**src/hw/gdc_cfg.svh**
```systemverilog
// Offsets, reset values and timing counts of the gate driver control
`ifndef GDC_CFG_SVH
`define GDC_CFG_SVH
`define GDC_OFF_CTRL 8'h00
`define GDC_OFF_STATUS 8'h04
`define GDC_OFF_FCOUNT 8'h08
`define GDC_OFF_LEVEL 8'h0c
`define GDC_CTRL_RST 2'h3
`define GDC_CTRL_SWEN 0
`define GDC_CTRL_MONEN 1
`define GDC_CLK_PERIOD_NS 100
`define GDC_CLK_FREQ_KHZ 10000
`define GDC_MON_FREQ_KHZ 400
`define GDC_MON_PERIOD_CYC (`GDC_CLK_FREQ_KHZ / `GDC_MON_FREQ_KHZ)
`define GDC_DUTY_MIN_PCT 5
`define GDC_DUTY_MAX_PCT 95
`define GDC_DEGLITCH_NS 40
`define GDC_DEGLITCH_CYC ((`GDC_DEGLITCH_NS + `GDC_CLK_PERIOD_NS - 1) / `GDC_CLK_PERIOD_NS)
`define GDC_RST_FILTER_CYC 20
`define GDC_MUTE_CYC 200
`define GDC_SOFTOFF_CYC 10
`endif

```
**src/hw/gdc_pkg.sv**
```systemverilog
// Types and shared arithmetic of the gate driver control
package gdc_pkg;
    typedef enum logic [1:0] {
        GDC_IDLE = 2'b00,
        GDC_SOFTOFF = 2'b01,
        GDC_MUTE = 2'b10,
        GDC_LATCHED = 2'b11
    } gdc_fault_e;

    // High cycles of one monitor period for an 8-bit level, 5 % to 95 %
    function automatic logic [7:0] gdcDutyHigh(input logic [7:0] level, input int period,
                                                input int minPct, input int maxPct);
        int num;
        num = period * (minPct * 255 + (maxPct - minPct) * int'(level));
        return 8'(num / (100 * 255));
    endfunction
endpackage

```
**src/hw/gdc_mon_if.sv**
```systemverilog
// Link between the control core and the level monitor generator
`timescale 1ns/1ps
interface gdc_mon_if;
    logic [7:0] level;
    logic enable;
    logic pwmOut;
    modport ctrl (output level, output enable, input pwmOut);
    modport gen (input level, input enable, output pwmOut);
endinterface

```
**src/hw/gdc_ctrl.sv**
```systemverilog
// Gate driver control core: gating, fault latch, lockout, register slave
// How it works
// - Overcurrent while on pulls fault alarm low until accepted reset.
// - Reset requests during the fault mute interval are ignored.
// - Enable held low past filter time clears fault on its rising edge.
// - Enable low disables the driver, gate off by normal turn-off.
// - Undriven enable reads low, so the driver starts disabled.
// - Forced-on with output supplies up drives gate high, clamp low, alarm off.
// - Forced-on level reported as fixed-rate PWM, duty 5 to 95 percent.
// - Outside forced-on, gate high only with supplies up, IN+ high, IN- low, enable high.
// - Supplies up above upper thresholds, down below lower ones.
// - Any lockout pulls ready low; gate held low except input-side lockout under forced-on.
// - Leaving lockout releases ready and resumes following the inputs.
// - After fault the gate stays off until accepted reset.
// - Pulses shorter than the deglitch width are rejected on three inputs.
// - Both PWM inputs high holds the gate low.
// - Fault starts soft turn-off then holds gate low until reset.
`timescale 1ns/1ps
`include "gdc_cfg.svh"
module gdc_ctrl
    import gdc_pkg::*;
#(
    parameter int RST_FILTER_CYC = `GDC_RST_FILTER_CYC,
    parameter int MUTE_CYC = `GDC_MUTE_CYC,
    parameter int SOFTOFF_CYC = `GDC_SOFTOFF_CYC,
    parameter int DEGLITCH_CYC = `GDC_DEGLITCH_CYC
) (
    // Clock and reset
    input wire logic clk,
    input wire logic sys_rst,
    // Control pins
    input wire logic pwmInP,
    input wire logic pwmInN,
    input wire logic rstEnIn,
    input wire logic force_on_input,
    input wire logic [7:0] forceLevelCode,
    input wire logic overcurrent_sense,
    // Supply comparators: bit 0 input side, 1 positive out, 2 negative out
    input wire logic [2:0] supAboveUpper,
    input wire logic [2:0] supBelowLower,
    // Gate side
    output logic gate_drive_out,
    output logic miller_clamp_drive,
    output logic softOffActive,
    // Open-drain status pins and push-pull level monitor output
    output logic fault_alarm_n,
    output logic faultAlarmOe,
    output logic readyOut,
    output logic readyOe,
    output logic force_level_monitor,
    // AXI4-Lite slave
    input wire logic [7:0] s_axi_awaddr,
    input wire logic s_axi_awvalid,
    output logic s_axi_awready,
    input wire logic [31:0] s_axi_wdata,
    input wire logic [3:0] s_axi_wstrb,
    input wire logic s_axi_wvalid,
    output logic s_axi_wready,
    output logic [1:0] s_axi_bresp,
    output logic s_axi_bvalid,
    input wire logic s_axi_bready,
    input wire logic [7:0] s_axi_araddr,
    input wire logic s_axi_arvalid,
    output logic s_axi_arready,
    output logic [31:0] s_axi_rdata,
    output logic [1:0] s_axi_rresp,
    output logic s_axi_rvalid,
    input wire logic s_axi_rready
);
    localparam int FW = $clog2(RST_FILTER_CYC + 1);
    localparam int TW = $clog2(MUTE_CYC + SOFTOFF_CYC + 1);
    // Cycles from the eighth soft-off cycle to the first mute cycle
    localparam int SOFT_TAIL = SOFTOFF_CYC - 7;

    gdc_fault_e state_r;
    logic [2:0] inF;
    logic [3:0] rawF;
    logic pwmP, pwmN, rstEn, forceOn, ocDet;
    logic [7:0] level_r;
    logic [2:0] supUp_r;
    logic [2:0] supBelowS, supAboveS;
    logic allUp, outUp, forceActive, faultLatched, normalOn;
    logic rstEnPrev_r;
    logic [FW-1:0] lowCnt_r;
    logic resetArmed, resetAccept;
    logic [TW-1:0] tmr_r;
    logic [1:0] ctrl_r;
    logic [15:0] faultCount_r;
    logic [7:0] awAddr_r;
    logic awHeld_r, wHeld_r;
    logic [31:0] wData_r;
    logic [3:0] wStrb_r;
    logic swEnable;

    gdc_mon_if monLink ();

    // Pin filters; enable resets low so an undriven pin keeps the driver off
    gdc_deglitch #(.W(3), .CNT(DEGLITCH_CYC), .RST_VAL(3'b000)) uPwmFilt (
        .clk(clk),
        .sys_rst(sys_rst),
        .din({rstEnIn, pwmInN, pwmInP}),
        .dout(inF)
    );
    gdc_deglitch #(.W(4), .CNT(1), .RST_VAL(4'b0000)) uRawSync (
        .clk(clk),
        .sys_rst(sys_rst),
        .din({overcurrent_sense, force_on_input, 2'b00}),
        .dout(rawF)
    );
    gdc_deglitch #(.W(8), .CNT(1), .RST_VAL(8'h00)) uLevelSync (
        .clk(clk),
        .sys_rst(sys_rst),
        .din(forceLevelCode),
        .dout(level_r)
    );
    gdc_deglitch #(.W(6), .CNT(1), .RST_VAL(6'h00)) uSupSync (
        .clk(clk),
        .sys_rst(sys_rst),
        .din({supBelowLower, supAboveUpper}),
        .dout({supBelowS, supAboveS})
    );

    assign pwmP = inF[0];
    assign pwmN = inF[1];
    assign rstEn = inF[2];
    assign forceOn = rawF[2];
    assign ocDet = rawF[3];

    // Hysteresis: set above upper threshold, clear below lower threshold
    always_ff @(posedge clk or posedge sys_rst) begin
        if (sys_rst) begin
            supUp_r <= 3'b000;
        end else begin
            supUp_r <= (supUp_r | supAboveS) & ~supBelowS;
        end
    end

    assign allUp = &supUp_r;
    assign outUp = supUp_r[1] & supUp_r[2];
    assign forceActive = forceOn & outUp;
    assign faultLatched = (state_r != GDC_IDLE);
    assign swEnable = ctrl_r[`GDC_CTRL_SWEN];
    assign normalOn = allUp & pwmP & ~pwmN & rstEn & swEnable & ~faultLatched;

    // Gate and clamp drive
    always_ff @(posedge clk or posedge sys_rst) begin
        if (sys_rst) begin
            gate_drive_out <= 1'b0;
            miller_clamp_drive <= 1'b0;
        end else if (forceActive) begin
            gate_drive_out <= 1'b1;
            miller_clamp_drive <= 1'b0;
        end else begin
            gate_drive_out <= normalOn;
            miller_clamp_drive <= ~normalOn & supUp_r[1];
        end
    end

    // Fault sequence: soft turn-off, mute, latched until accepted reset
    always_ff @(posedge clk or posedge sys_rst) begin
        if (sys_rst) begin
            state_r <= GDC_IDLE;
            tmr_r <= '0;
        end else begin
            case (state_r)
                GDC_IDLE: begin
                    tmr_r <= '0;
                    if (ocDet && gate_drive_out && !forceActive) begin
                        state_r <= GDC_SOFTOFF;
                    end
                end
                GDC_SOFTOFF: begin
                    tmr_r <= tmr_r + 1'b1;
                    if (tmr_r == TW'(SOFTOFF_CYC - 1)) begin
                        state_r <= GDC_MUTE;
                    end
                end
                GDC_MUTE: begin
                    tmr_r <= tmr_r + 1'b1;
                    if (tmr_r == TW'(SOFTOFF_CYC + MUTE_CYC - 1)) begin
                        state_r <= GDC_LATCHED;
                    end
                end
                GDC_LATCHED: begin
                    if (resetAccept) begin
                        state_r <= GDC_IDLE;
                    end
                end
                default: state_r <= GDC_IDLE;
            endcase
        end
    end

    // Reset filter counts only once the mute interval is over
    always_ff @(posedge clk or posedge sys_rst) begin
        if (sys_rst) begin
            lowCnt_r <= '0;
            rstEnPrev_r <= 1'b0;
        end else begin
            rstEnPrev_r <= rstEn;
            if (state_r != GDC_LATCHED || rstEn) begin
                if (rstEn && rstEnPrev_r) begin
                    lowCnt_r <= '0;
                end
                if (state_r != GDC_LATCHED) begin
                    lowCnt_r <= '0;
                end
            end else if (lowCnt_r != FW'(RST_FILTER_CYC)) begin
                lowCnt_r <= lowCnt_r + 1'b1;
            end
        end
    end

    assign resetArmed = (lowCnt_r == FW'(RST_FILTER_CYC));
    assign resetAccept = resetArmed && rstEn && !rstEnPrev_r;

    // Open-drain pins: the pin value is always low, the enable pulls it
    assign fault_alarm_n = 1'b0;
    assign faultAlarmOe = faultLatched & ~forceActive;
    assign readyOut = 1'b0;
    assign readyOe = ~allUp;
    assign softOffActive = (state_r == GDC_SOFTOFF);

    // Level monitor
    assign monLink.level = level_r;
    assign monLink.enable = ctrl_r[`GDC_CTRL_MONEN];
    assign force_level_monitor = monLink.pwmOut;
    gdc_level_mon #(.PERIOD(`GDC_MON_PERIOD_CYC)) uMon (
        .clk(clk),
        .sys_rst(sys_rst),
        .mon(monLink.gen)
    );

    always_ff @(posedge clk or posedge sys_rst) begin
        if (sys_rst) begin
            faultCount_r <= '0;
        end else if (state_r == GDC_IDLE && ocDet && gate_drive_out && !forceActive) begin
            faultCount_r <= faultCount_r + 16'h0001;
        end
    end

    // AXI4-Lite write path: address and data taken in either order
    assign s_axi_awready = ~awHeld_r & ~s_axi_bvalid;
    assign s_axi_wready = ~wHeld_r & ~s_axi_bvalid;

    always_ff @(posedge clk or posedge sys_rst) begin
        if (sys_rst) begin
            awHeld_r <= 1'b0;
            wHeld_r <= 1'b0;
            awAddr_r <= '0;
            wData_r <= '0;
            wStrb_r <= '0;
            s_axi_bvalid <= 1'b0;
            s_axi_bresp <= 2'b00;
            ctrl_r <= `GDC_CTRL_RST;
        end else begin
            if (s_axi_awvalid && s_axi_awready) begin
                awHeld_r <= 1'b1;
                awAddr_r <= s_axi_awaddr;
            end
            if (s_axi_wvalid && s_axi_wready) begin
                wHeld_r <= 1'b1;
                wData_r <= s_axi_wdata;
                wStrb_r <= s_axi_wstrb;
            end
            if (awHeld_r && wHeld_r && !s_axi_bvalid) begin
                awHeld_r <= 1'b0;
                wHeld_r <= 1'b0;
                s_axi_bvalid <= 1'b1;
                if ({awAddr_r[7:2], 2'b00} == `GDC_OFF_CTRL) begin
                    s_axi_bresp <= 2'b00;
                    if (wStrb_r[0]) begin
                        ctrl_r <= wData_r[1:0];
                    end
                end else if ({awAddr_r[7:2], 2'b00} == `GDC_OFF_STATUS ||
                             {awAddr_r[7:2], 2'b00} == `GDC_OFF_FCOUNT ||
                             {awAddr_r[7:2], 2'b00} == `GDC_OFF_LEVEL) begin
                    s_axi_bresp <= 2'b00;
                end else begin
                    s_axi_bresp <= 2'b10;
                end
            end else if (s_axi_bvalid && s_axi_bready) begin
                s_axi_bvalid <= 1'b0;
            end
        end
    end

    // AXI4-Lite read path
    assign s_axi_arready = ~s_axi_rvalid;

    always_ff @(posedge clk or posedge sys_rst) begin
        if (sys_rst) begin
            s_axi_rvalid <= 1'b0;
            s_axi_rdata <= '0;
            s_axi_rresp <= 2'b00;
        end else if (s_axi_arvalid && s_axi_arready) begin
            s_axi_rvalid <= 1'b1;
            s_axi_rresp <= 2'b00;
            case ({s_axi_araddr[7:2], 2'b00})
                `GDC_OFF_CTRL: s_axi_rdata <= {30'h0, ctrl_r};
                `GDC_OFF_STATUS: s_axi_rdata <= {23'h0, state_r, supUp_r, forceActive,
                                                 rstEn, gate_drive_out, faultLatched};
                `GDC_OFF_FCOUNT: s_axi_rdata <= {16'h0, faultCount_r};
                `GDC_OFF_LEVEL: s_axi_rdata <= {24'h0, level_r};
                default: begin
                    s_axi_rdata <= '0;
                    s_axi_rresp <= 2'b10;
                end
            endcase
        end else if (s_axi_rvalid && s_axi_rready) begin
            s_axi_rvalid <= 1'b0;
        end
    end

    // Checks
    a_alarm_held: assert property (@(posedge clk) disable iff (sys_rst)
        $rose(faultLatched) && !forceActive |=> faultAlarmOe [*8])
        else $error("fault alarm released too early");
    a_mute_ignore: assert property (@(posedge clk) disable iff (sys_rst)
        state_r == GDC_MUTE |-> !resetAccept && lowCnt_r == '0)
        else $error("reset counted during mute");
    a_reset_clear: assert property (@(posedge clk) disable iff (sys_rst)
        state_r == GDC_LATCHED && resetArmed && $rose(rstEn) |=> state_r == GDC_IDLE)
        else $error("accepted reset did not clear fault");
    a_enable_off: assert property (@(posedge clk) disable iff (sys_rst)
        !rstEn && !forceActive |=> !gate_drive_out)
        else $error("gate on while disabled");
    a_force_on: assert property (@(posedge clk) disable iff (sys_rst)
        forceActive |=> gate_drive_out && !miller_clamp_drive && !faultAlarmOe)
        else $error("forced-on not honoured");
    a_normal_on: assert property (@(posedge clk) disable iff (sys_rst)
        !forceActive && allUp && pwmP && !pwmN && rstEn && swEnable && !faultLatched
        |=> gate_drive_out)
        else $error("gate not driven in normal on state");
    a_lockout: assert property (@(posedge clk) disable iff (sys_rst)
        !allUp |-> readyOe ##1 (forceActive || $past(forceActive) || !gate_drive_out))
        else $error("lockout did not hold gate off");
    a_interlock: assert property (@(posedge clk) disable iff (sys_rst)
        pwmP && pwmN && !forceActive |=> !gate_drive_out)
        else $error("shoot-through interlock failed");
    a_softoff_len: assert property (@(posedge clk) disable iff (sys_rst)
        $rose(softOffActive) |-> softOffActive [*8] ##SOFT_TAIL state_r == GDC_MUTE)
        else $error("soft turn-off length wrong");
    a_fault_off: assert property (@(posedge clk) disable iff (sys_rst)
        faultLatched && $past(faultLatched) && !forceActive |=> !gate_drive_out)
        else $error("gate on while fault latched");
endmodule

```
**src/hw/gdc_deglitch.sv**
```systemverilog
// Two-flop synchroniser followed by a stable-count pulse filter per bit
`timescale 1ns/1ps
module gdc_deglitch #(
    parameter int W = 1,
    parameter int CNT = 1,
    parameter logic [W-1:0] RST_VAL = '0
) (
    // Clock and reset
    input wire logic clk,
    input wire logic sys_rst,
    // Raw and filtered levels
    input wire logic [W-1:0] din,
    output logic [W-1:0] dout
);
    localparam int CW = $clog2(CNT + 1);
    logic [W-1:0] meta_r;
    logic [W-1:0] sync_r;

    always_ff @(posedge clk or posedge sys_rst) begin
        if (sys_rst) begin
            meta_r <= RST_VAL;
            sync_r <= RST_VAL;
        end else begin
            meta_r <= din;
            sync_r <= meta_r;
        end
    end

    for (genvar i = 0; i < W; i++) begin : g_bit
        logic [CW-1:0] cnt_r;
        always_ff @(posedge clk or posedge sys_rst) begin
            if (sys_rst) begin
                cnt_r <= '0;
                dout[i] <= RST_VAL[i];
            end else if (sync_r[i] == dout[i]) begin
                cnt_r <= '0;
            end else if (cnt_r >= CW'(CNT)) begin
                cnt_r <= '0;
                dout[i] <= sync_r[i];
            end else begin
                cnt_r <= cnt_r + 1'b1;
            end
        end
    end
endmodule

```
**src/hw/gdc_level_mon.sv**
```systemverilog
// Fixed-rate PWM encoder of the forced-on input level
`timescale 1ns/1ps
`include "gdc_cfg.svh"
module gdc_level_mon
    import gdc_pkg::*;
#(
    parameter int PERIOD = `GDC_MON_PERIOD_CYC
) (
    // Clock and reset
    input wire logic clk,
    input wire logic sys_rst,
    // Level in, PWM out
    gdc_mon_if.gen mon
);
    logic [7:0] phase_r;
    logic [7:0] high_r;

    always_ff @(posedge clk or posedge sys_rst) begin
        if (sys_rst) begin
            phase_r <= '0;
            high_r <= '0;
        end else if (phase_r == 8'(PERIOD - 1)) begin
            phase_r <= '0;
            high_r <= gdcDutyHigh(mon.level, PERIOD, `GDC_DUTY_MIN_PCT, `GDC_DUTY_MAX_PCT);
        end else begin
            phase_r <= phase_r + 8'h01;
        end
    end

    always_ff @(posedge clk or posedge sys_rst) begin
        if (sys_rst) begin
            mon.pwmOut <= 1'b0;
        end else begin
            mon.pwmOut <= mon.enable && (phase_r < high_r);
        end
    end
endmodule

```
**config.mk**
```make
export PLATFORM = sky130hd
export DESIGN_NAME = gdc_ctrl
export DESIGN_NICKNAME = d
export VERILOG_FILES = /design/src/hw/gdc_pkg.sv /design/src/hw/gdc_mon_if.sv /design/src/hw/gdc_ctrl.sv /design/src/hw/gdc_deglitch.sv /design/src/hw/gdc_level_mon.sv
export VERILOG_INCLUDE_DIRS = /design/src /design/src/hw
export SDC_FILE = /design/constraint.sdc
export NUM_CORES = 1
export LEC_CHECK = 0
export BUFFER_PORTS_ARGS = -buffer_cell sky130_fd_sc_hd__buf_2
export CAP_MARGIN = 25
export CORE_MARGIN = 2
export CORE_UTILIZATION = 66
export CTS_CLUSTER_DIAMETER = 100
export CTS_CLUSTER_SIZE = 25
export DETAILED_ROUTE_END_ITERATION = 7
export PLACE_DENSITY_LB_ADDON = 0.05
export SYNTH_ARGS = -nofsm -noshare
export SYNTH_HDL_FRONTEND = slang
export SYNTH_SLANG_ARGS = --single-unit
```
**constraint.sdc**
```tcl
create_clock -name clk -period 20.9 [get_ports clk]
set_clock_uncertainty 0.1 [all_clocks]
set_input_delay 1.045 -clock clk [delete_from_list [all_inputs] [get_ports clk]]
set_output_delay 1.045 -clock clk [all_outputs]
set_load 0.005 [all_outputs]
```
Word-level counts from Yosys, hierarchy flattened --
Cells that the tools add are included.
Word-level totals: flip-flop bits (word level) 183, latch bits 0, bits in writable memories 0, memory bits (read-only) 0, bits of input ports 78, output and inout bits 49, word-level logic and storage cells 316, memories kept 0
Operators by class: add/subtract/negate cells 24, $mul 2, div/mod/pow operators 1, order comparisons 20, equal/unequal tests 39, shifts and indexed selects 0, muxes and demuxes 63, bitwise logic cells 42, reductions and logical operators 57
Operators by type and width (count):
- $pmux 16 s4 | 1
- $mux 1 | 48
- $reduce_and 2->1 | 20
- $add 12x32->32 const A | 1
- $div 32x16->32 const B | 1
- $mul 6x32->32 const A | 1
- $not 1->1 | 28
- $eq 6x2->1 const B | 4
- $mux 5 | 4
- $add 1x1->1 const B | 19
- $eq 1x1->1 | 19
- $ge 1x1->1 const B | 19
- $add 16x1->16 const B | 1
- $add 8x1->8 const B | 2
- $logic_and 1x1->1 | 16
- $pmux 8 s2 | 1
- $mul 6x8->14 const A | 1
- $mux 2 | 7
- $reduce_bool 2->1 | 7
- $eq 6x1->1 const B | 2
- $logic_not 6->1 | 2
- $and 1x1->1 | 11
- $eq 8x4->1 const B | 1
- $eq 8x5->1 const B | 1
- other kinds (22) | 31

Logic depth before layout (Yosys ltp) --
Gate-level depths: netlist of run 1.
depth after elaboration 9, gate-level depth with buffers 64

Hierarchy --
A second synthesis of run 1 with hierarchy kept.
Second synthesis, totals: cell total of the unflattened synthesis 1364, area total of the unflattened synthesis 13078.8 µm²
By module, submodules not included:
- gdc_level_mon | times used 1, cells each 882, area each 6880.3 µm², seq. area each 400.4 µm²
- gdc_ctrl | times used 1, cells each 331, area each 3503.4 µm², seq. area each 1754.2 µm²
- gdc_deglitch at uLevelSync | times used 1, cells each 57, area each 1024.7 µm², seq. area each 800.8 µm²
- gdc_deglitch at uSupSync | times used 1, cells each 43, area each 769.5 µm², seq. area each 600.6 µm²
- gdc_deglitch at uRawSync | times used 1, cells each 29, area each 514.2 µm², seq. area each 400.4 µm²
- gdc_deglitch at uPwmFilt | times used 1, cells each 22, area each 386.6 µm², seq. area each 300.3 µm²

Worst setup path after synthesis of run 1 --
OpenSTA, ideal clock, no wires.
path kind register -> register, from register uLevelSync.dout[2], to register uMon.high_r[0], data arrival time 12.615 ns, data required time 20.669 ns, slack 8.054 ns, stages on the path, launching flop included 56, period minus slack after synthesis 12.846 ns, cells stage by stage dfrtp_1 -> ha_1 -> ha_1 -> inv_1 -> fa_1 -> inv_1 -> ha_1 -> inv_1 -> fa_1 -> inv_1 -> a21oi_1 -> o21bai_1 -> a21oi_1 -> o21bai_1 -> xor2_1 -> o21ai_0 -> xnor2_1 -> ha_1 -> (+20 left out) -> and2_1 -> buf_4 -> a21oi_4 -> o2111ai_4 -> a22o_1 -> o311a_1 -> o211ai_2 -> nand3_2 -> nor4_4 -> nand2b_1 -> buf_4 -> a31oi_1 -> xor2_1 -> and3_1 -> or3_1 -> a311o_1 -> o311ai_1 -> a21oi_1
Between the ends: word-level cells in the longest chain between the ends 4
RTL lines:
- from (decl) | line gdc_deglitch.sv:13 | output logic [W-1:0] dout
- from (signal, indexed assignment) | line gdc_deglitch.sv:34 | dout[i] <= RST_VAL[i];
- from (signal, indexed assignment) | line gdc_deglitch.sv:39 | dout[i] <= sync_r[i];
- $mul 6x8->14 | line gdc_pkg.sv:14 | num = period * (minPct * 255 + (maxPct - minPct) * int'(level));
- $add 12x32->32 | line gdc_pkg.sv:14
- $mul 6x32->32 | line gdc_pkg.sv:14
- $div 32x16->32 | line gdc_pkg.sv:15 | return 8'(num / (100 * 255));
- to (signal assigned) | line gdc_level_mon.sv:24 | high_r <= gdcDutyHigh(mon.level, PERIOD, `GDC_DUTY_MIN_PCT, `GDC_DUTY_MAX_PCT);
- to (decl) | line gdc_level_mon.sv:16 | logic [7:0] high_r;
No other way between the ends. A chain may end at the register's enable or synchronous reset.

Worst setup path after layout of run 1 --
from register uLevelSync.dout[0], to register uMon.high_r[0]
Same word-level chain as after synthesis.

==> results of run 1 <==
==> path summary, 6_finish.rpt <==
kind                                       from                    to  slack [ns]  cells after the start
min in group asynchronous               sys_rst        s_axi_bresp[1]        0.60                      2
max in group asynchronous               sys_rst  uLevelSync.sync_r[6]       18.81                      4
setup reg to reg             uLevelSync.dout[0]        uMon.high_r[0]        4.26                     47
hold reg to reg            uLevelSync.meta_r[1]  uLevelSync.sync_r[1]        0.24                      0
setup / recovery             uLevelSync.dout[0]        uMon.high_r[0]        4.26                     47
hold / removal             uLevelSync.meta_r[1]  uLevelSync.sync_r[1]        0.24                      0
==> area by class of cell <==
type	instances	area, um2
Clock buffer	17	425
Clock inverter	15	159
Fill cell	1602	5770
Inverter	77	294
Multi-Input combinational cell	1316	9530
Sequential cell	163	4080
Tap cell	275	344
Timing Repair Buffer	77	418
==> routing by layer <==
layer,up-vias,global-route usage
met5,-,0
met4,0,0.0901
met3,59,0.0521
met2,351,0.525
met1,5876,0.390
li1,5951,-
==> sequential cells by signal, indices dropped and copies added (netlist names), 3 cells and up <==
name and count:
uPwmFilt.meta_r 3, faultCount_r 16, s_axi_rdata 16, tmr_r 8
uLevelSync.sync_r 8, uPwmFilt.g_bit.cnt_r 3, uLevelSync.meta_r 8, uLevelSync.g_bit.cnt_r 8
uMon.high_r 8, uSupSync.dout 6, awAddr_r 6, uSupSync.meta_r 6
uSupSync.g_bit.cnt_r 6, supUp_r 3, uPwmFilt.sync_r 3, uMon.phase_r 8
uLevelSync.dout 8, lowCnt_r 5, uSupSync.sync_r 6, uPwmFilt.dout 3
==> kinds of logic after synthesis <==
logic type | share of synthesized area
AO/OA/AOI/OAI | 0.230
AND/OR/NAND/NOR | 0.190
buffers and inverters | 0.0441
multiplexers | 0.0437
other | 0.000265
XOR/XNOR | 0.0902
adder cells (fa/ha/maj) | 0.113
flip-flops | 0.288
==> worst register-to-register path: cells and delay by family (launching register included) <==
family,cells,cell delay (ns)
mux,1,0.44
flops,1,0.55
buf+inv,2,0.15
simple gates,11,3.78
compound gates,22,6.88
fa+ha+maj,8,3.52
xor+xnor,3,1.07
==> layout by cell type (no fill, tap or decap), types with 19 or more instances in the layout <==
cell type / n
nor2_1: 139
dfrtp_1: 161
a21o_1: 28
nor3_1: 47
nand4_1: 26
and3_1: 21
o21ai_0: 77
xnor2_1: 100
or3_1: 19
buf_2: 69
mux2_2: 39
a21oi_1: 77
inv_1: 76
nand3_1: 66
xor2_1: 42
nand2_1: 130
conb_1: 20
and2_1: 19
ha_1: 101
==> per-stage QoR <==
step / setup slack [ns] / cells / area [um2] / hold WS (ns) / util
floorplan: 8.05 / 1616 / 14200 / 0.231 / -
global placement: 4.90 / 1906 / 14600 / 0.232 / 0.696
detailed placement: 4.57 / 1907 / 14700 / 0.235 / 0.697
CTS: 4.54 / 1939 / 15200 / 0.245 / 0.725
global route: 3.19 / 1940 / 15200 / 0.258 / 0.725
finish: 4.26 / 1940 / 15200 / 0.243 / 0.725
==> impl_metrics.csv, run 1 <==
group,metric,value,unit
yosys,synth.most_common_cell,"dfrtp_1",
detailed_routing,ant_nets,0,
worst_setup_path,path_buf_inv,2,
worst_setup_path,cp-start-kind,"register",
grt,grt-ovfl-total,0,
sta,rsz0062_at_grt,"false",
detailed_routing,wl_met1,14600,um
floorplan,die_h,150,um
detailed_routing,highest-signal-layer,"met4",
flow_run,maxCapViolations,0,
grt,gr-usage-all-layers,0.303,
clock_tree,cts.repair.resized,0,
detailed_routing,drc,0,
yosys,yosys.area.top_type,"dfrtp_1",
detailed_routing,dr_total_vias,12200,
yosys,synth.distinct_cells,113,
worst_setup_path,worst_ep_arrival_time,16.82,ns
yosys,synth_ff_type,"dfrtp_1",
clock_tree,cts_buffer_depth,2,
cells_and_area,diodes,0,
yosys,synth.top_cell.area_share,0.285,
clock_tree,cts_tree,"built",
yosys,syn_avg_cell_area,8.86,um2
yosys,synthTopCellsByArea,"dfrtp_1, ha_1, xnor2_1",
floorplan,core_area,21000,um2
sta,worst_slew_pin_slew,0.904,ns
grt,grt_pass1_vias,11800,
sta,timing.fmax,60.1,MHz
sta,timing.slew.headroom,0.396,
sta,tns,0,ns
yosys,ys_warn_count,0,
clock_tree,htreeDepth,4,
detailed_routing,wl_met2,16600,um
grt,grt_max_degree,75,
sta,slew_violations,0,
cells_and_area,syn_to_final_growth,7.73,%
detailed_routing,wirelength,33600,um
worst_setup_path,crit_type,"reg2reg",
floorplan,dieWidth,150,um
sta,hold_viol,0,
place,dp_hpwl,25700,um
floorplan,floorplan.initialDensity,0.673,
yosys,synth_cells,1597,
detailed_routing,vias_per_cell,6.31,
place,place.gp.congestion,0.898,
grt,grt_pass1_wl,56000,um
detailed_routing,dr.pass1.iters,6,
detailed_routing,wl_per_cell,17.3,um
min_path,hold_class,"reg2reg",
yosys,yosysSeqAreaShare,0.288,
worst_setup_path,cp-end-kind,"register",
floorplan,rows,53,
yosys,synth_edf_count,0,
worst_setup_path,worstPathMaxFanout,23,
clock_tree,cts_hold_buf,0,
detailed_routing,drt_iter0_drc,767,
floorplan,die_area,22600,um2
clock_tree,cts.sinks,163,
clock_tree,cts_buffers,17,
yosys,synth-seq-cells,163,
place,portBuffers,69,
clock_tree,clkLatencyLatePin,0.43,ns
worst_setup_path,required,21.09,ns
worst_setup_path,slowest_delay,0.84,ns
floorplan,io_pins,127,
outcome,outcome,"completed",
cells_and_area,drive_above_1_share,0.129,
sta,setup_viol,0,
yosys,mappedNetlistArea,14200,um2
sta,min_period,16.64,ns
worst_setup_path,crit_slowest_cell,"o31ai_4",
yosys,ys_async_sr_fraction,1.00,
clock_tree,cts_root_buf,"clkbuf_16",
cells_and_area,nets,1848,
worst_setup_path,crit_family,"compound AO/OA/AOI/OAI gates",
sta,period_share,0.796,
detailed_routing,wl_met3,1780,um
grt,antenna_found_initial,0,
clock_tree,post_cts_buffers,0,
clock_tree,path_clk_slew,0.07,ns
yosys,synth_common_cells,"dfrtp_1, nor2_1, nand2_1",
Power of run 1 is left out: the tool's default activity adds up to more than one toggle a clock period on the data nets, which glitch-free logic cannot reach.
==> inputs of run 2 (changes only) <==
Settings changed: ABC_AREA set to 1, CORE_UTILIZATION 66 to 56.
Clock period 20.9 ns to 14.97 ns, I/O delays scaled along.
==> impl_metrics.csv, run 2 <==
group,metric,value,unit
worst_setup_path,slowest_delay,0.46,ns
place,dp_hpwl,25200,um
sta,timing.fmax,74.0,MHz
grt,grt-ovfl-total,0,
worst_setup_path,required,15.16,ns
min_path,hold_class,"reg2reg",
clock_tree,cts_root_buf,"clkbuf_16",
detailed_routing,ant_nets,0,
grt,grt_pass1_wl,55800,um
yosys,ys_warn_count,0,
detailed_routing,wl_per_cell,12.6,um
worst_setup_path,crit_top_cell,"nand2_1",
sta,tns,0,ns
yosys,synthTopCellsByArea,"dfrtp_1, nand2_1, ha_1",
sta,rsz0062_at_grt,"false",
detailed_routing,dr.pass1.iters,6,
worst_setup_path,worst_ep_arrival_time,13.70,ns
detailed_routing,drt_iter0_drc,689,
yosys,synth_common_cells,"nand2_1, inv_1, nand3_1",
cells_and_area,drive_above_1_share,0.167,
yosys,yosysSeqAreaShare,0.274,
cells_and_area,top_regs,"faultCount_r: 16 flops, s_axi_rdata: 16 flops",
sta,timing.slew.headroom,0.284,
detailed_routing,drc,0,
worst_setup_path,crit_slowest_cell,"dfrtp_1",
yosys,ys_async_sr_fraction,1.00,
grt,grt_pass1_vias,12300,
sta,period_share,0.902,
yosys,synth.most_common_cell,"nand2_1",
cells_and_area,nets,2334,
yosys,synth.distinct_cells,61,
flow_run,maxCapViolations,0,
cells_and_area,final_cell_mix,"nand2_1, inv_1, nand3_1",
min_path,min_from,"uLevelSync.meta_r[2]",
place,portBuffers,69,
cells_and_area,final_common_cell,"nand2_1",
cells_and_area,syn_to_final_growth,7.44,%
floorplan,io_pins,127,
clock_tree,path_clk_slew,0.06,ns
worst_setup_path,crit_type,"reg2reg",
cells_and_area,diodes,0,
outcome,outcome,"completed",
detailed_routing,dr_total_vias,12900,
yosys,syn_avg_cell_area,7.20,um2
grt,grt_max_degree,80,
yosys,yosys.area.top_type,"dfrtp_1",
floorplan,rows,59,
detailed_routing,wirelength,31300,um
place,place.gp.congestion,0.861,
grt,antenna_found_initial,0,
yosys,mappedNetlistArea,14900,um2
sta,hold_viol,0,
sta,min_period,13.51,ns
sta,worst_slew_pin_slew,1.06,ns
clock_tree,cts.sinks,163,
clock_tree,clkLatencyLatePin,0.41,ns
clock_tree,cts_tree,"built",
sta,slew_violations,0,
floorplan,floorplan.initialDensity,0.572,
yosys,synth-seq-cells,163,
floorplan,dieWidth,167,um
yosys,synth_cells,2068,
clock_tree,cts_buffer_depth,2,
cells_and_area,fill_cells,2456,
worst_setup_path,cp-start-kind,"register",
grt,gr-usage-all-layers,0.233,
floorplan,core_area,26100,um2
worst_setup_path,crit_family,"simple AND/OR/NAND/NOR gates",
yosys,synth_ff_type,"dfrtp_1",
sta,setup_viol,0,
floorplan,die_h,167,um
clock_tree,htreeDepth,4,
worst_setup_path,path_buf_inv,11,
worst_setup_path,rr_startpoint,"uLevelSync.dout[2]",
yosys,synth.top_cell.area_share,0.271,
clock_tree,cts_buffers,17,
floorplan,die_area,27900,um2
yosys,synth_edf_count,0,
worst_setup_path,critPathLaunch,"uLevelSync.dout[2]",
detailed_routing,vias_per_cell,5.18,
worst_setup_path,cp-end-kind,"register",
worst_setup_path,worstPathMaxFanout,29,
==> run 2: cell types whose count changed in the layout (fill, tap and decap cells not counted), sizes merged, moves of 27 or more <==
cell and change:
a21oi -30, inv +212, nand2 +548, nand3 +118, nor2 +58, nor3 -27, xnor2 -69
==> run 2: worst register-to-register path: cells and delay by family (launching register included) <==
kind / cells / cell delay, ns
flops: 1 / 0.46
buf+inv: 11 / 1.21
xor+xnor: 2 / 0.56
simple gates: 50 / 6.53
fa+ha+maj: 9 / 3.13
compound gates: 8 / 1.42
==> run 2: kinds of logic after synthesis <==
kind of cell    after synthesis  synth area share
buf+inv                     344             0.104
flops                       163             0.274
xor+xnor                    101            0.0594
simple gates               1174             0.384
mux                          14            0.0106
fa+ha+maj                   118             0.108
compound gates              153            0.0602
other cells                   1          0.000252
==> run 2: path summary, 6_finish.rpt <==
kind                       cells after the start  slack [ns]                   end
max                                           80        1.46        uMon.high_r[0]
min                                            0        0.25  uLevelSync.sync_r[2]
max reg2reg                                   80        1.46        uMon.high_r[0]
min reg2reg                                    0        0.25  uLevelSync.sync_r[2]
max in group asynchronous                      4       13.21       uMon.phase_r[1]
min in group asynchronous                      2        0.34        s_axi_rdata[0]
==> run 2: area by class of cell <==
class	instances	area, um2	area share
Inverter	298	1130	0.0708
Timing Repair Buffer	78	443	0.0277
Clock inverter	12	98.8	0.00618
Tap cell	335	419	0.0262
Multi-Input combinational cell	1580	9380	0.586
Clock buffer	19	443	0.0277
Sequential cell	163	4080	0.255
==> run 2: layer usage <==
metal / part of all wire / GRT usage
met3: 0.033 / 0.0273
met5: 0 / 0
met2: 0.48 / 0.405
met1: 0.48 / 0.316
met4: 0.0097 / 0.0457
==> run 2: repair_timing <==
| action | in CTS | in global routing |
|---|---|---|
| setup endpoints to repair | 0 | 2 |
| hold buffers | 0 | 0 |
| gates resized for setup | 0 | 10 |
| setup buffers | 0 | 2 |
==> run 2: stage by stage <==
stage	cell area, um2	std cells	hold WS [ns]	setup WS (ns)	utilization
6_report	16000	2485	0.247	1.46	0.614
5_1_grt	16000	2485	0.256	0.0578	0.614
4_1_cts	15900	2483	0.248	0.721	0.611
3_5_place_dp	15400	2452	0.235	0.797	0.591
3_3_place_gp	15400	2450	0.232	0.987	0.589
2_1_floorplan	15000	2087	0.231	3.67	-
Power of run 2 is left out for the same reason.
==> inputs of run 3 (changes only) <==
Settings changed: CELL_PAD_IN_SITES_DETAIL_PLACEMENT set to 2, CELL_PAD_IN_SITES_GLOBAL_PLACEMENT set to 2, CORE_UTILIZATION 56 to 32.
==> impl_metrics.csv, run 3 (synthesis results as in run 2) <==
group,metric,value,unit
floorplan,die_area,48300,um2
worst_setup_path,slowest_delay,0.47,ns
clock_tree,cts_buffer_depth,2,
clock_tree,path_clk_slew,0.07,ns
detailed_routing,dr_total_vias,13500,
grt,grt_max_degree,93,
worst_setup_path,r2r-end,"uMon.high_r[0]",
floorplan,io_pins,127,
sta,hold_viol,0,
detailed_routing,vias_per_cell,4.86,
sta,slew_violations,0,
worst_setup_path,crit_type,"reg2reg",
detailed_routing,wl_met1,19900,um
grt,antenna_found_initial,0,
sta,period_share,0.907,
worst_setup_path,rr_startpoint,"uLevelSync.dout[4]",
min_path,min_from,"uLevelSync.meta_r[7]",
worst_setup_path,cp-start-kind,"register",
floorplan,floorplan.initialDensity,0.322,
worst_setup_path,crit_slowest_cell,"dfrtp_1",
cells_and_area,syn_to_final_growth,10.9,%
cells_and_area,layout.cells.non_filler,2770,
place,portBuffers,69,
cells_and_area,final_common_cell,"nand2_1",
place,place.gp.congestion,0.780,
detailed_routing,highest-signal-layer,"met4",
cells_and_area,final_cell_mix,"nand2_1, inv_1, nand3_1",
worst_setup_path,r2r_cells,82,
worst_setup_path,worst_ep_arrival_time,13.79,ns
sta,setup_viol,0,
place,dp_hpwl,35600,um
cells_and_area,fill_cells,5517,
clock_tree,clkLatencyLatePin,0.43,ns
detailed_routing,wirelength,42600,um
clock_tree,cts_tree,"built",
detailed_routing,wl_per_cell,15.4,um
place,dp.cells,2736,
clock_tree,htreeDepth,4,
cells_and_area,seqCellArea,4080,um2
detailed_routing,drt_iter0_drc,318,
floorplan,die_h,220,um
floorplan,core_area,46300,um2
detailed_routing,wl_met3,620,um
worst_setup_path,crit_top_cell,"nand2_1",
cells_and_area,top_regs,"faultCount_r: 16 flops, s_axi_rdata: 16 flops",
grt,grt_pass1_vias,14600,
min_path,whs_path_depth,0,
worst_setup_path,r2r_setup_slack,1.40,ns
min_path,hold_class,"reg2reg",
sta,timing.slew.headroom,0.404,
sta,timing.fmax,73.7,MHz
detailed_routing,ant_nets,0,
cells_and_area,diodes,0,
clock_tree,cts.sinks,163,
sta,worst_slew_pin_slew,0.894,ns
outcome,outcome,"completed",
flow_run,maxCapViolations,0,
clock_tree,cts_root_buf,"clkbuf_16",
detailed_routing,wl_met2,21500,um
min_path,min_to,"uLevelSync.sync_r[7]",
floorplan,dieWidth,220,um
detailed_routing,dr.pass1.iters,4,
worst_setup_path,cp-end-kind,"register",
cells_and_area,multi_input_area,9400,um2
cells_and_area,nets,2346,
grt,gr-usage-all-layers,0.184,
clock_tree,cts_buffers,17,
floorplan,rows,79,
cells_and_area,drive_above_1_share,0.172,
worst_setup_path,worstPathMaxFanout,29,
grt,grt-ovfl-total,0,
sta,min_period,13.57,ns
detailed_routing,drc,0,
worst_setup_path,required,15.19,ns
grt,grt_pass1_wl,73100,um
[run 3: cell count changes in the layout (fill, tap and decap cells not counted), moves of 3 or more]
cell,change
bufinv_16,+3
nand2_4,-3
buf_4,+14
clkinvlp_4,-4
[run 3: repair_timing]
item,4_1_cts,5_1_grt
setup endpoints to repair,0,2
gates resized for setup,0,10
hold buffers,0,0
setup buffers,0,1
[run 3: worst max path at each step]
stage | from | cells after the start | slack [ns] | end
final | uLevelSync.dout[4] | 82 | 1.40 | uMon.high_r[0]
after global routing | uLevelSync.dout[2] | 83 | -0.03 | uMon.high_r[0]
after CTS | uLevelSync.dout[4] | 87 | 0.70 | uMon.high_r[0]
after detailed placement | uLevelSync.dout[2] | 87 | 0.76 | uMon.high_r[0]
after global placement | uLevelSync.dout[7] | 84 | 1.13 | uMon.high_r[0]
after floorplan | uLevelSync.dout[2] | 81 | 3.67 | uMon.high_r[0]
[run 3: routing by layer]
metal  global-route usage  vias up
li1                     -     6712
met1                0.234     6629
met2                0.336       95
met3               0.0153       32
met4               0.0409        0
met5                    0        -
[run 3: final cells by class]
cell class	count	share of cell area
multi-input cells	1580	0.569
flip-flops and latches	163	0.247
inverters	298	0.0686
well taps	607	0.0460
repair buffers	90	0.0317
clock buffers	18	0.0266
clock inverters	14	0.0113
[run 3: critical path, delay by kind of cell, from the launching register on]
kind | cells | cell delay (ns)
buffers and inverters | 13 | 1.69
and+or+nand+nor | 51 | 6.33
xor gates and xnor gates | 2 | 0.35
AOI/OAI and AO/OA | 7 | 1.29
DFF | 1 | 0.47
adders and majority gates | 9 | 3.11
[run 3: metrics by stage]
stage / setup slack, ns / setup TNS (ns) / cell area [um2] / utilization / hold WS [ns]
floorplan: 3.67 / 0 / 15000 / - / 0.231
global placement: 1.13 / 0 / 15800 / 0.342 / 0.233
detailed placement: 0.763 / 0 / 15800 / 0.342 / 0.237
CTS: 0.703 / 0 / 16400 / 0.355 / 0.249
global route: -0.0254 / -0.0254 / 16500 / 0.357 / 0.254
finish: 1.40 / 0 / 16500 / 0.357 / 0.242
Power of run 3 is left out for the same reason.
